File: src/slem_pkg.sv
/*
  Shared constants and types for the serial lane error monitor.
  Assumes one clock domain and 32-bit APB with word-aligned registers.
*/
`default_nettype none
package slem_pkg;

  // Register indices; byte address is four times the index
  localparam logic [11:0] IDX_LINK_PAGE   = 12'h300;
  localparam logic [11:0] IDX_HOLD_CTRL   = 12'h480;
  localparam logic [11:0] IDX_CNT_CLEAR   = 12'h481;
  localparam logic [11:0] IDX_ERR_THRESH  = 12'h482;
  localparam logic [11:0] IDX_LANE6_STAT  = 12'h496;
  localparam logic [11:0] IDX_LANE7_STAT  = 12'h497;
  localparam logic [11:0] IDX_LANE0_LINK  = 12'h4B0;

  // Field positions
  localparam int POS_TC_UEK        = 2;
  localparam int POS_TC_NIT        = 1;
  localparam int POS_TC_BDE        = 0;
  localparam int POS_LANE_ENA      = 3;
  localparam int POS_OVER_BDE      = 7;
  localparam int POS_OVER_NIT      = 6;
  localparam int POS_OVER_UEK      = 5;

  // Reset values
  localparam logic [7:0] RST_STATUS   = 8'h00;
  localparam logic [7:0] RST_THRESH   = 8'hFF;
  localparam logic [2:0] RST_HOLD     = 3'h0;
  localparam logic [7:0] RST_PAGE     = 8'h00;

  // Error counter terminal value
  localparam logic [7:0] TERMINAL_CNT = 8'hFF;

  // One decode error event per type, bit order matches the status field
  typedef struct packed {
    logic unexpected_control_char_error;
    logic code_not_in_table_error;
    logic bad_disparity_error;
  } slem_lane_err_s;

endpackage : slem_pkg
`default_nettype wire

File: src/slem_err_counter.sv
/*
  One 8-bit decode error counter with terminal-count flag.
  Assumes event, clear and hold are synchronous to clk.
*/
`default_nettype none
module slem_err_counter (
  // Clock and reset
  input  wire logic       pclk,
  input  wire logic       presetn,
  // Control
  input  wire logic       evt,
  input  wire logic       clr,
  input  wire logic       hold,
  // Status
  output logic [7:0]      count_q,
  output logic            tc_q
);

  logic [7:0] count_d;
  logic       at_term;
  logic       stuck;

  assign at_term = count_q == slem_pkg::TERMINAL_CNT;
  assign stuck   = hold && at_term;                                       // RULE2
  // Event in the clear cycle is counted from zero, not lost
  assign count_d = clr   ? {7'h00, evt} :
                   stuck ? count_q :
                   evt   ? 8'(count_q + 8'h01) : count_q;                 // RULE3 RULE11

  always_ff @(posedge pclk or negedge presetn) begin
    if (!presetn) begin
      count_q <= slem_pkg::RST_STATUS;
      tc_q    <= 1'b0;
    end else begin
      count_q <= count_d;
      tc_q    <= (count_d == slem_pkg::TERMINAL_CNT) || (tc_q && !clr);   // RULE1
    end
  end
endmodule : slem_err_counter
`default_nettype wire

File: src/slem_monitor.sv
/*
  Lane error monitor register bank: counters for every lane and link,
  paged status views and an APB slave.
  Assumes error events are single-cycle pulses synchronous to pclk.
*/
// Overview of operation
// RULE1: Terminal-count status bit sets when its counter reaches 0xFF.
// RULE2: With hold set, a counter stays at 0xFF until cleared or reset.
// RULE3: With hold clear, a counter rolls over past 0xFF and keeps counting.
// RULE4: Field bit 2 unexpected control char, bit 1 not-in-table, bit 0 disparity.
// RULE5: Lane status fields show the link chosen by the page register 0x300.
// RULE6: Bit 3 of the lane 7 status register shows lane 7 enabled.
// RULE7: Lane 0 link status bit 7: disparity count reached threshold.
// RULE8: Lane 0 link status bit 6: not-in-table count reached threshold.
// RULE9: Lane 0 link status bit 5: control char count reached threshold.
// RULE10: Threshold bit is 0 below the threshold, 1 at or above it.
// RULE11: Counters step by one per detected error, from zero after reset.
`default_nettype none
module slem_monitor #(
  parameter int NUM_LINKS = 2,
  parameter int NUM_LANES = 8,
  parameter int ADDR_W    = 13
) (
  // Clock and reset
  input  wire logic                        pclk,
  input  wire logic                        presetn,
  // APB slave
  input  wire logic                        psel,
  input  wire logic                        penable,
  input  wire logic                        pwrite,
  input  wire logic [ADDR_W-1:0]           paddr,
  input  wire logic [31:0]                 pwdata,
  output logic [31:0]                      prdata,
  output logic                             pready,
  output logic                             pslverr,
  // Lane decoders, index link*NUM_LANES+lane
  input  wire slem_pkg::slem_lane_err_s [NUM_LINKS*NUM_LANES-1:0] lane_err,
  input  wire logic [NUM_LINKS*NUM_LANES-1:0] lane_enable
);

  localparam int NCH  = NUM_LINKS * NUM_LANES;
  localparam int NCNT = NCH * 3;
  localparam int PW   = (NUM_LINKS > 1) ? $clog2(NUM_LINKS) : 1;

  // Registers
  logic [PW-1:0] link_page_q;
  logic [2:0]    hold_at_terminal_q;
  logic [7:0]    error_threshold_q;
  logic [31:0]   prdata_q;

  // Counter array
  logic [7:0]      cnt   [NCNT];
  logic [NCNT-1:0] tc_flat;
  logic [NCNT-1:0] evt_flat;
  logic [NCNT-1:0] clr_flat;

  // Bus decode
  logic setup_ph;
  logic access_ph;
  logic wr_en;
  logic rd_cap;
  logic hit_page;
  logic hit_hold;
  logic hit_clr;
  logic hit_thr;
  logic hit_l6;
  logic hit_l7;
  logic hit_l0;
  logic addr_hit;

  assign setup_ph  = psel && !penable;
  assign access_ph = psel && penable;
  assign hit_page  = paddr == ADDR_W'({slem_pkg::IDX_LINK_PAGE,  2'b00});
  assign hit_hold  = paddr == ADDR_W'({slem_pkg::IDX_HOLD_CTRL,  2'b00});
  assign hit_clr   = paddr == ADDR_W'({slem_pkg::IDX_CNT_CLEAR,  2'b00});
  assign hit_thr   = paddr == ADDR_W'({slem_pkg::IDX_ERR_THRESH, 2'b00});
  assign hit_l6    = paddr == ADDR_W'({slem_pkg::IDX_LANE6_STAT, 2'b00});
  assign hit_l7    = paddr == ADDR_W'({slem_pkg::IDX_LANE7_STAT, 2'b00});
  assign hit_l0    = paddr == ADDR_W'({slem_pkg::IDX_LANE0_LINK, 2'b00});
  assign addr_hit  = hit_page | hit_hold | hit_clr | hit_thr | hit_l6 | hit_l7 | hit_l0;
  // Status registers are read-only; a write to them is an error too
  assign wr_en     = access_ph && pwrite && addr_hit;
  assign rd_cap    = setup_ph && !pwrite;

  assign pready  = 1'b1;
  assign pslverr = access_ph && (!addr_hit || (pwrite && (hit_l6 || hit_l7 || hit_l0)));
  assign prdata  = prdata_q;

  // Counter instances
  for (genvar c = 0; c < NCH; c++) begin : g_chan
    for (genvar t = 0; t < 3; t++) begin : g_type
      assign evt_flat[c*3+t] = lane_err[c][t];
      // Clear hits every lane of the page shown
      assign clr_flat[c*3+t] = wr_en && hit_clr && pwdata[t] &&
                               (PW'(c / NUM_LANES) == link_page_q);
      slem_err_counter u_cnt (
        .pclk    (pclk),
        .presetn (presetn),
        .evt     (evt_flat[c*3+t]),
        .clr     (clr_flat[c*3+t]),
        .hold    (hold_at_terminal_q[t]),
        .count_q (cnt[c*3+t]),
        .tc_q    (tc_flat[c*3+t])
      );
    end
  end

  // Paged view of the selected link
  logic [NUM_LANES*3-1:0] tc_page;
  logic [NUM_LANES-1:0]   ena_page;
  logic [7:0]             l0_uek_cnt;
  logic [7:0]             l0_nit_cnt;
  logic [7:0]             l0_bde_cnt;
  int unsigned            l0_base;

  assign tc_page  = tc_flat[link_page_q*NUM_LANES*3 +: NUM_LANES*3];         // RULE5
  assign ena_page = lane_enable[link_page_q*NUM_LANES +: NUM_LANES];         // RULE5
  assign l0_base  = 32'(link_page_q) * NUM_LANES * 3;
  assign l0_uek_cnt = cnt[l0_base + slem_pkg::POS_TC_UEK];
  assign l0_nit_cnt = cnt[l0_base + slem_pkg::POS_TC_NIT];
  assign l0_bde_cnt = cnt[l0_base + slem_pkg::POS_TC_BDE];

  // Register views
  logic [7:0] lane6_view;
  logic [7:0] lane7_view;
  logic [7:0] lane0_link_report;
  logic [2:0] lane6_terminal_reached;
  logic [2:0] lane7_terminal_reached;
  logic       lane7_enabled;
  logic       lane6_enabled;
  logic       lane0_disparity_over_limit;
  logic       lane0_invalid_code_over_limit;
  logic       lane0_control_char_over_limit;

  // Field bits follow the struct order: control char, table, disparity
  assign lane6_terminal_reached = tc_page[6*3 +: 3];                          // RULE4
  assign lane7_terminal_reached = tc_page[7*3 +: 3];                          // RULE4
  assign lane6_enabled = ena_page[6];
  assign lane7_enabled = ena_page[7];                                         // RULE6

  assign lane6_view = {4'h0, lane6_enabled, lane6_terminal_reached};
  assign lane7_view = {4'h0, lane7_enabled, lane7_terminal_reached};          // RULE6

  assign lane0_disparity_over_limit    = l0_bde_cnt >= error_threshold_q;     // RULE7 RULE10
  assign lane0_invalid_code_over_limit = l0_nit_cnt >= error_threshold_q;     // RULE8 RULE10
  assign lane0_control_char_over_limit = l0_uek_cnt >= error_threshold_q;     // RULE9 RULE10

  // Sync status bits of this register live elsewhere and read zero here
  always_comb begin
    lane0_link_report = 8'h00;
    lane0_link_report[slem_pkg::POS_OVER_BDE] = lane0_disparity_over_limit;   // RULE7
    lane0_link_report[slem_pkg::POS_OVER_NIT] = lane0_invalid_code_over_limit; // RULE8
    lane0_link_report[slem_pkg::POS_OVER_UEK] = lane0_control_char_over_limit; // RULE9
  end

  logic [31:0] rd_mux;
  assign rd_mux = hit_page ? 32'(link_page_q) :
                  hit_hold ? 32'(hold_at_terminal_q) :
                  hit_thr  ? 32'(error_threshold_q) :
                  hit_l6   ? 32'(lane6_view) :
                  hit_l7   ? 32'(lane7_view) :
                  hit_l0   ? 32'(lane0_link_report) : 32'h0000_0000;

  // Control registers
  // Whole word compared: a sliced compare aliases 2 onto page 0,
  // and a sized link count wraps to zero and locks the page
  logic page_ok;
  assign page_ok = pwdata < 32'(NUM_LINKS);                                  // RULE5

  always_ff @(posedge pclk or negedge presetn) begin
    if (!presetn) begin
      link_page_q <= PW'(slem_pkg::RST_PAGE);
    end else if (wr_en && hit_page && page_ok) begin
      link_page_q <= pwdata[PW-1:0];                                         // RULE5
    end
  end

  always_ff @(posedge pclk or negedge presetn) begin
    if (!presetn) begin
      hold_at_terminal_q <= slem_pkg::RST_HOLD;
    end else if (wr_en && hit_hold) begin
      hold_at_terminal_q <= pwdata[2:0];
    end
  end

  always_ff @(posedge pclk or negedge presetn) begin
    if (!presetn) begin
      error_threshold_q <= slem_pkg::RST_THRESH;
    end else if (wr_en && hit_thr) begin
      error_threshold_q <= pwdata[7:0];
    end
  end

  // Read data sampled in setup so that zero-wait access returns it
  always_ff @(posedge pclk or negedge presetn) begin
    if (!presetn) begin
      prdata_q <= 32'h0000_0000;
    end else if (rd_cap) begin
      prdata_q <= rd_mux;
    end
  end

  logic rd_l7;
  logic rd_l6;
  logic rd_l0;
  assign rd_l7 = rd_cap && hit_l7;
  assign rd_l6 = rd_cap && hit_l6;
  assign rd_l0 = rd_cap && hit_l0;
endmodule : slem_monitor
`default_nettype wire

File: config.mk
export PLATFORM = sky130hd
export DESIGN_NAME = slem_monitor
export DESIGN_NICKNAME = d
export VERILOG_FILES = /design/src/slem_pkg.sv /design/src/slem_err_counter.sv /design/src/slem_monitor.sv
export SDC_FILE = /design/constraint.sdc
export NUM_CORES = 1
export LEC_CHECK = 0
export BUFFER_PORTS_ARGS = -buffer_cell sky130_fd_sc_hd__buf_2
export CORE_ASPECT_RATIO = 0.75
export CORE_UTILIZATION = 63
export DETAILED_ROUTE_END_ITERATION = 12
export PLACE_DENSITY = 0.86
export SLEW_MARGIN = 20
export SYNTH_ARGS = -nofsm -noshare
export SYNTH_HDL_FRONTEND = slang
export SYNTH_SLANG_ARGS = --single-unit
File: constraint.sdc
create_clock -name pclk -period 5.8 [get_ports pclk]
set_input_delay 1.16 -clock pclk [delete_from_list [all_inputs] [get_ports pclk]]
set_output_delay 1.16 -clock pclk [all_outputs]
set_load 0.005 [all_outputs]
==> results.toml, run 1 <==
[placement]
place_area_mm2 = 0.0114
dpl.hpwl_um = 18100
place_ws_ps = 1830
portBuffers = 80
gp_congestion = 0.917

[clock_network]
cts.path.max_buffers = 2
ctsHtreeMaxLevel = 4
numCtsBuffers = 17
cts_setup_buffers = 0
cts_resized = 0
clkTransAtPathRegs_ps = 70
cts_sinks = 176
clk_latency_ps = 430
cts_hold_buf = 0
cts_tree = "built"
clockRootBuffer = "clkbuf_16"

[drt]
via_per_inst = 6.17
drc = 0
wl_per_cell_um = 16.7
dr.pass1.iters = 5
via_count = 9433
antenna_left = 0
wirelength_um = 25600
drt_first_iter_violations = 772

[finish]
syn_to_final_growth_pct = 8.86
drive_above_1_share = 0.139
mostFrequentLayoutCell = "dfrtp_1"
nets = 1434
mostFrequentLayoutCells = "dfrtp_1, nor2_1, nand2_1"
final_area_mm2 = 0.0120

[setup_path]
slowest_stage = "nor3b_1"
cp-start-kind = "input port"
crit_chain = "buf_2, nand4bb_1, or2_1, nor3b_1, nor3b_1, a31oi_1, and3_1, buf_2"
critPathKind = "in -> out"
worstPathRequired_ps = 4640
end_kind = "primary output"
cp.arrival_ps = 2870
reg2reg_depth = 6
cp_slowest_stage_delay_ps = 400
path_max_fanout = 7

[pwr]
p_comb_frac = 0.286
peakVddDrop_mv = 0.185
p_sw_frac = 0.373
p_int_mw = 2.84
p_leak_nw = 5.37
p_switching_mw = 1.69
p_per_area_mw_per_mm2 = 378
clkPwrFrac = 0.243
seqPwrFrac = 0.471

[grt]
grt_pass1_vias = 8716
grt.total_usage = 0.301
antenna_found_initial = 0
overflow = 0
grt_first_pass_wirelength_um = 42900
grt_max_degree = 81

[sta]
fmax_ghz = 0.248
tns_ps = 0
finalHoldViolCount = 0
fin_crit_ps = 4030
setup_viol = 0
rsz0062_at_grt = "no"
fin_ws_ps = 1770
whs_ps = 491
slew_headroom = 0.266
timing.final.max_slew_violations = 0
clock_skew_ps = 9.01
finalCritPeriodShare = 0.696
tightest_slew_ps = 1100

[worst_hold_path]
min_path_type = "reg -> reg"
whs_path_depth = 2

[yosys]
synthFlopType = "dfrtp_1"
syn_area_per_cell_um2 = 9.03
synth-edff-count = 0
synth_cells = 1222
ys_seq_area_frac = 0.400
synth_seq_cells = 176
yosys_warnings = 0
syn_area_mm2 = 0.0110
synthArstFlopShare = 1.00
ys_types = 79

[die]
ioPinCount = 148
core_area_mm2 = 0.0170
initial_core_util = 0.650
fp.dieW_um = 155
rows = 41
die_h_um = 117
die-area_mm2 = 0.0180

[status]
run_status = "finished clean"

[run]
maxCapViolCount = 0
==> worst paths after layout <==
check	from	endpoint	slack [ps]
min in group asynchronous	presetn	g_chan[7].g_type[2].u_cnt.count_q[7]	750
max in group asynchronous	presetn	g_chan[6].g_type[0].u_cnt.count_q[4]	3890
worst max register to register	link_page_q	g_chan[15].g_type[2].u_cnt.count_q[0]	2540
worst min register to register	g_chan[14].g_type[1].u_cnt.tc_q	g_chan[14].g_type[1].u_cnt.tc_q	490
worst max-delay path	paddr[10]	pslverr	1770
worst min-delay path	g_chan[14].g_type[1].u_cnt.tc_q	g_chan[14].g_type[1].u_cnt.tc_q	490
==> state kept, by name, indices dropped and copies added (netlist names), named ones only <==
register,count
prdata,8
g_chan.g_type.u_cnt.tc_q,12
error_threshold_q,8
link_page_q,1
g_chan.g_type.u_cnt.count_q,138
hold_at_terminal_q,3
==> cell usage after synthesis (5+ instances only) <==
library cell / number / area, um2
dfrtp_1: 168 / 4200
nor2_1: 160 / 601
nand2_1: 105 / 394
nand3_1: 72 / 360
a21oi_1: 55 / 275
nand4_1: 54 / 338
o21ai_0: 44 / 220
ha_1: 42 / 526
xor2_1: 41 / 359
mux2i_1: 37 / 370
inv_1: 33 / 124
nor3_1: 32 / 160
xnor2_1: 28 / 245
buf_4: 27 / 203
mux2_2: 26 / 293
and3_1: 24 / 150
clkbuf_1: 22 / 82.6
a31oi_1: 15 / 93.8
buf_2: 15 / 75.1
nand2b_1: 15 / 93.8
nor2b_1: 15 / 93.8
and2_1: 14 / 87.6
and4_1: 14 / 123
a21o_1: 13 / 97.6
nor4_1: 12 / 75.1
or3_1: 10 / 62.6
o211ai_1: 9 / 67.6
dfstp_2: 8 / 210
mux2_4: 8 / 120
o21a_1: 7 / 52.6
o31ai_1: 7 / 52.6
nor3b_1: 5 / 37.5
==> stage by stage <==
| stage | std cells | utilization | power [mW] |
|---|---|---|---|
| final | 1528 | 0.707 | 4.53 |
| after global routing | 1527 | 0.707 | 4.86 |
| after CTS | 1527 | 0.707 | 4.52 |
| after detailed placement | 1495 | 0.674 | 3.40 |
| after global placement | 1495 | 0.674 | 3.31 |
| after floorplan | 1245 | - | 3.04 |
==> per-layer routing <==
metal | GRT usage | part of all wire | up-vias | wire, um
li1 | - | - | 4465 | -
met2 | 0.449 | 0.44 | 417 | 11200
met3 | 0.0720 | 0.081 | 42 | 2080
met4 | 0.0779 | 0.014 | 0 | 362
met5 | 0 | 0 | - | 0
met1 | 0.442 | 0.47 | 4509 | 11900
==> kinds of logic (layout without fill, tap and decap cells) <==
group | Yosys count | in the layout | synth area share
simple gates | 558 | 558 | 0.256
xor+xnor | 69 | 69 | 0.0548
other cells | 2 | 26 | 0.000681
fa+ha+maj | 42 | 42 | 0.0476
mux | 75 | 75 | 0.0792
flops | 176 | 176 | 0.400
compound gates | 196 | 196 | 0.113
buf+inv | 104 | 150 | 0.0484
==> cell type report <==
| class | instances | area, um2 |
|---|---|---|
| Sequential cell | 176 | 4410 |
| Fill cell | 1221 | 4970 |
| Clock buffer | 19 | 443 |
| Antenna cell | 1 | 2.50 |
| Inverter | 33 | 124 |
| Clock inverter | 13 | 111 |
| Tap cell | 236 | 295 |
| Multi-Input combinational cell | 965 | 6170 |
| Timing Repair Buffer | 85 | 444 |
==> critical path: cells and delay by family <==
| family | cells | cell delay (ps) |
|---|---|---|
| and+or+nand+nor | 5 | 1420 |
| AOI/OAI and AO/OA | 1 | 60 |
| buffers and inverters | 2 | 220 |
==> power groups by stage <==
stage | Clock (mW) | Sequential (mW) | Combinational (mW)
6_report | 1.10 | 2.13 | 1.30
2_1_floorplan | 0 | 1.95 | 1.08
5_1_grt | 1.17 | 2.21 | 1.49
3_3_place_gp | 0 | 2.11 | 1.21
3_5_place_dp | 0 | 2.13 | 1.27
4_1_cts | 1.11 | 2.12 | 1.29
Power figures use the tool's default switching activity.
==> run 2, diff against run 1 <==
--- a/config.mk
+++ b/config.mk
@@ -7,9 +7,9 @@
 export LEC_CHECK = 0
 export BUFFER_PORTS_ARGS = -buffer_cell sky130_fd_sc_hd__buf_2
 export CORE_ASPECT_RATIO = 0.75
-export CORE_UTILIZATION = 63
+export CORE_UTILIZATION = 58
 export DETAILED_ROUTE_END_ITERATION = 12
-export PLACE_DENSITY = 0.86
+export PLACE_DENSITY = 0.8
 export SLEW_MARGIN = 20
 export SYNTH_ARGS = -nofsm -noshare
 export SYNTH_HDL_FRONTEND = slang
==> constraint.sdc (replaced) <==
create_clock -name pclk -period 4.2 [get_ports pclk]
set_input_delay 0.84 -clock pclk [delete_from_list [all_inputs] [get_ports pclk]]
set_output_delay 0.84 -clock pclk [all_outputs]
set_load 0.005 [all_outputs]
==> run 2 against run 1 <==
  * Setup slack lost 940 ps
  * Die area grew 8.5%
  * Sequential share of layout area shrank 0.60 points
  * Critical path depth is the same
  * Total power grew 47%
  * Non-clock buffer count grew 3
  * Via count grew 0.36%
  * Highest routed layer unchanged
==> results.toml, run 2 (same netlist as run 1, synthesis figures left out) <==
[run]
maxCapViolCount = 0

[setup_path]
critPathKind = "in -> out"
cp-start-kind = "input port"
worstPathRequired_ps = 3360
rrSetupSlack_ps = 1440
cp.arrival_ps = 2540
end_kind = "primary output"
path_max_fanout = 7
r2r-start = "link_page_q"
reg2reg_depth = 5
r2r-end = "g_chan[14].g_type[2].u_cnt.tc_q"

[drt]
wl_per_cell_um = 17.2
drt-met1-wl_um = 12400
top_layer = "met4"
dr.pass1.iters = 7
drt_first_iter_violations = 797
via_per_inst = 6.14
route.met2.wl_um = 11700
wirelength_um = 26500
drc = 0
antenna_left = 0
via_count = 9467
route.met3.wl_um = 1950

[pwr]
p_per_area_mw_per_mm2 = 547
fin_total_pwr_mw = 6.68
peakVddDrop_mv = 0.286
p_leak_nw = 5.45

[die]
core_area_mm2 = 0.0186
rows = 43
die_h_um = 121
ioPinCount = 148
fp.dieW_um = 161
die-area_mm2 = 0.0196
initial_core_util = 0.594

[grt]
grt_first_pass_wirelength_um = 43700
overflow = 0
grt_max_degree = 88
grt.total_usage = 0.283
antenna_found_initial = 0
grt_pass1_vias = 8617

[clock_network]
clk_latency_ps = 430
ctsHtreeMaxLevel = 4
clockRootBuffer = "clkbuf_16"
cts_setup_buffers = 0
cts.path.max_buffers = 2
clkTransAtPathRegs_ps = 60
cts_tree = "built"
cts_sinks = 176
numCtsBuffers = 17
cts_resized = 0
cts_hold_buf = 0

[finish]
antenna_cells = 0
top_regs = "g_chan.g_type.u_cnt.count_q: 138 flops, g_chan.g_type.u_cnt.tc_q: 12 flops"
n_fill_cell = 1463
largest-register = "g_chan.g_type.u_cnt.count_q"
largest_reg_flops = 138
drive_above_1_share = 0.139
nets = 1437
mostFrequentLayoutCells = "dfrtp_1, nor2_1, nand2_1"
syn_to_final_growth_pct = 10.7
mostFrequentLayoutCell = "dfrtp_1"

[placement]
portBuffers = 80
gp_congestion = 0.915
dpl.hpwl_um = 18500

[sta]
rsz0062_at_grt = "no"
finalCritPeriodShare = 0.804
clock_skew_ps = 8.56
fmax_ghz = 0.296
timing.final.max_slew_violations = 0
tns_ps = 0
finalHoldViolCount = 0
setup_viol = 0
tightest_slew_ps = 813
fin_crit_ps = 3380
slew_headroom = 0.458

[worst_hold_path]
min_path_type = "in -> async"

[status]
run_status = "finished clean"
## run 2: layout make-up
type                            instances  area, um2  area share
Timing Repair Buffer                   88        479      0.0393
Multi-Input combinational cell        965       6170       0.506
Tap cell                              247        309      0.0253
Clock inverter                         11        258      0.0211
Sequential cell                       176       4410       0.362
Clock buffer                           21        450      0.0369
Inverter                               33        124      0.0101
## run 2: metal layers
layer | up-vias | global-route usage
met5 | - | 0
met4 | 0 | 0.0784
met3 | 47 | 0.0543
met2 | 390 | 0.430
met1 | 4559 | 0.411
li1 | 4471 | -
## run 2: worst max-delay path: stages
cell	delay, ps
buf_2	100
nand4bb_1	260
or2_1	360
nor3b_1	350
nor3b_1	220
a31oi_1	80
and3_1	220
buf_2	120
## run 2: power by group
| part | total, mW | internal (mW) | switching [mW] |
|---|---|---|---|
| sequential | 2.95 | 2.21 | 0.739 |
| clock | 1.94 | 1.25 | 0.685 |
| combinational | 1.79 | 0.880 | 0.912 |
| total | 6.68 | 4.34 | 2.34 |
## run 2: worst max path at each step
| stage | slack [ps] | to | startpoint | cells past startpoint |
|---|---|---|---|---|
| final | 820 | pslverr | paddr[10] | 8 |
| after global routing | 660 | pslverr | paddr[10] | 8 |
| after CTS | 860 | pslverr | paddr[10] | 8 |
| after detailed placement | 860 | pslverr | paddr[10] | 8 |
| after global placement | 920 | pslverr | paddr[10] | 8 |
| after floorplan | 1260 | pslverr | paddr[10] | 7 |
## run 2: stage by stage
| stage | util | cells | area [um2] | hold WS, ps | setup slack, ps |
|---|---|---|---|---|---|
| 2_1_floorplan | - | 1245 | 11100 | 443 | 1260 |
| 3_3_place_gp | 0.619 | 1509 | 11500 | 458 | 917 |
| 3_5_place_dp | 0.619 | 1509 | 11500 | 467 | 863 |
| 4_1_cts | 0.658 | 1541 | 12200 | 484 | 864 |
| 5_1_grt | 0.658 | 1541 | 12200 | 517 | 662 |
| 6_report | 0.658 | 1541 | 12200 | 476 | 822 |
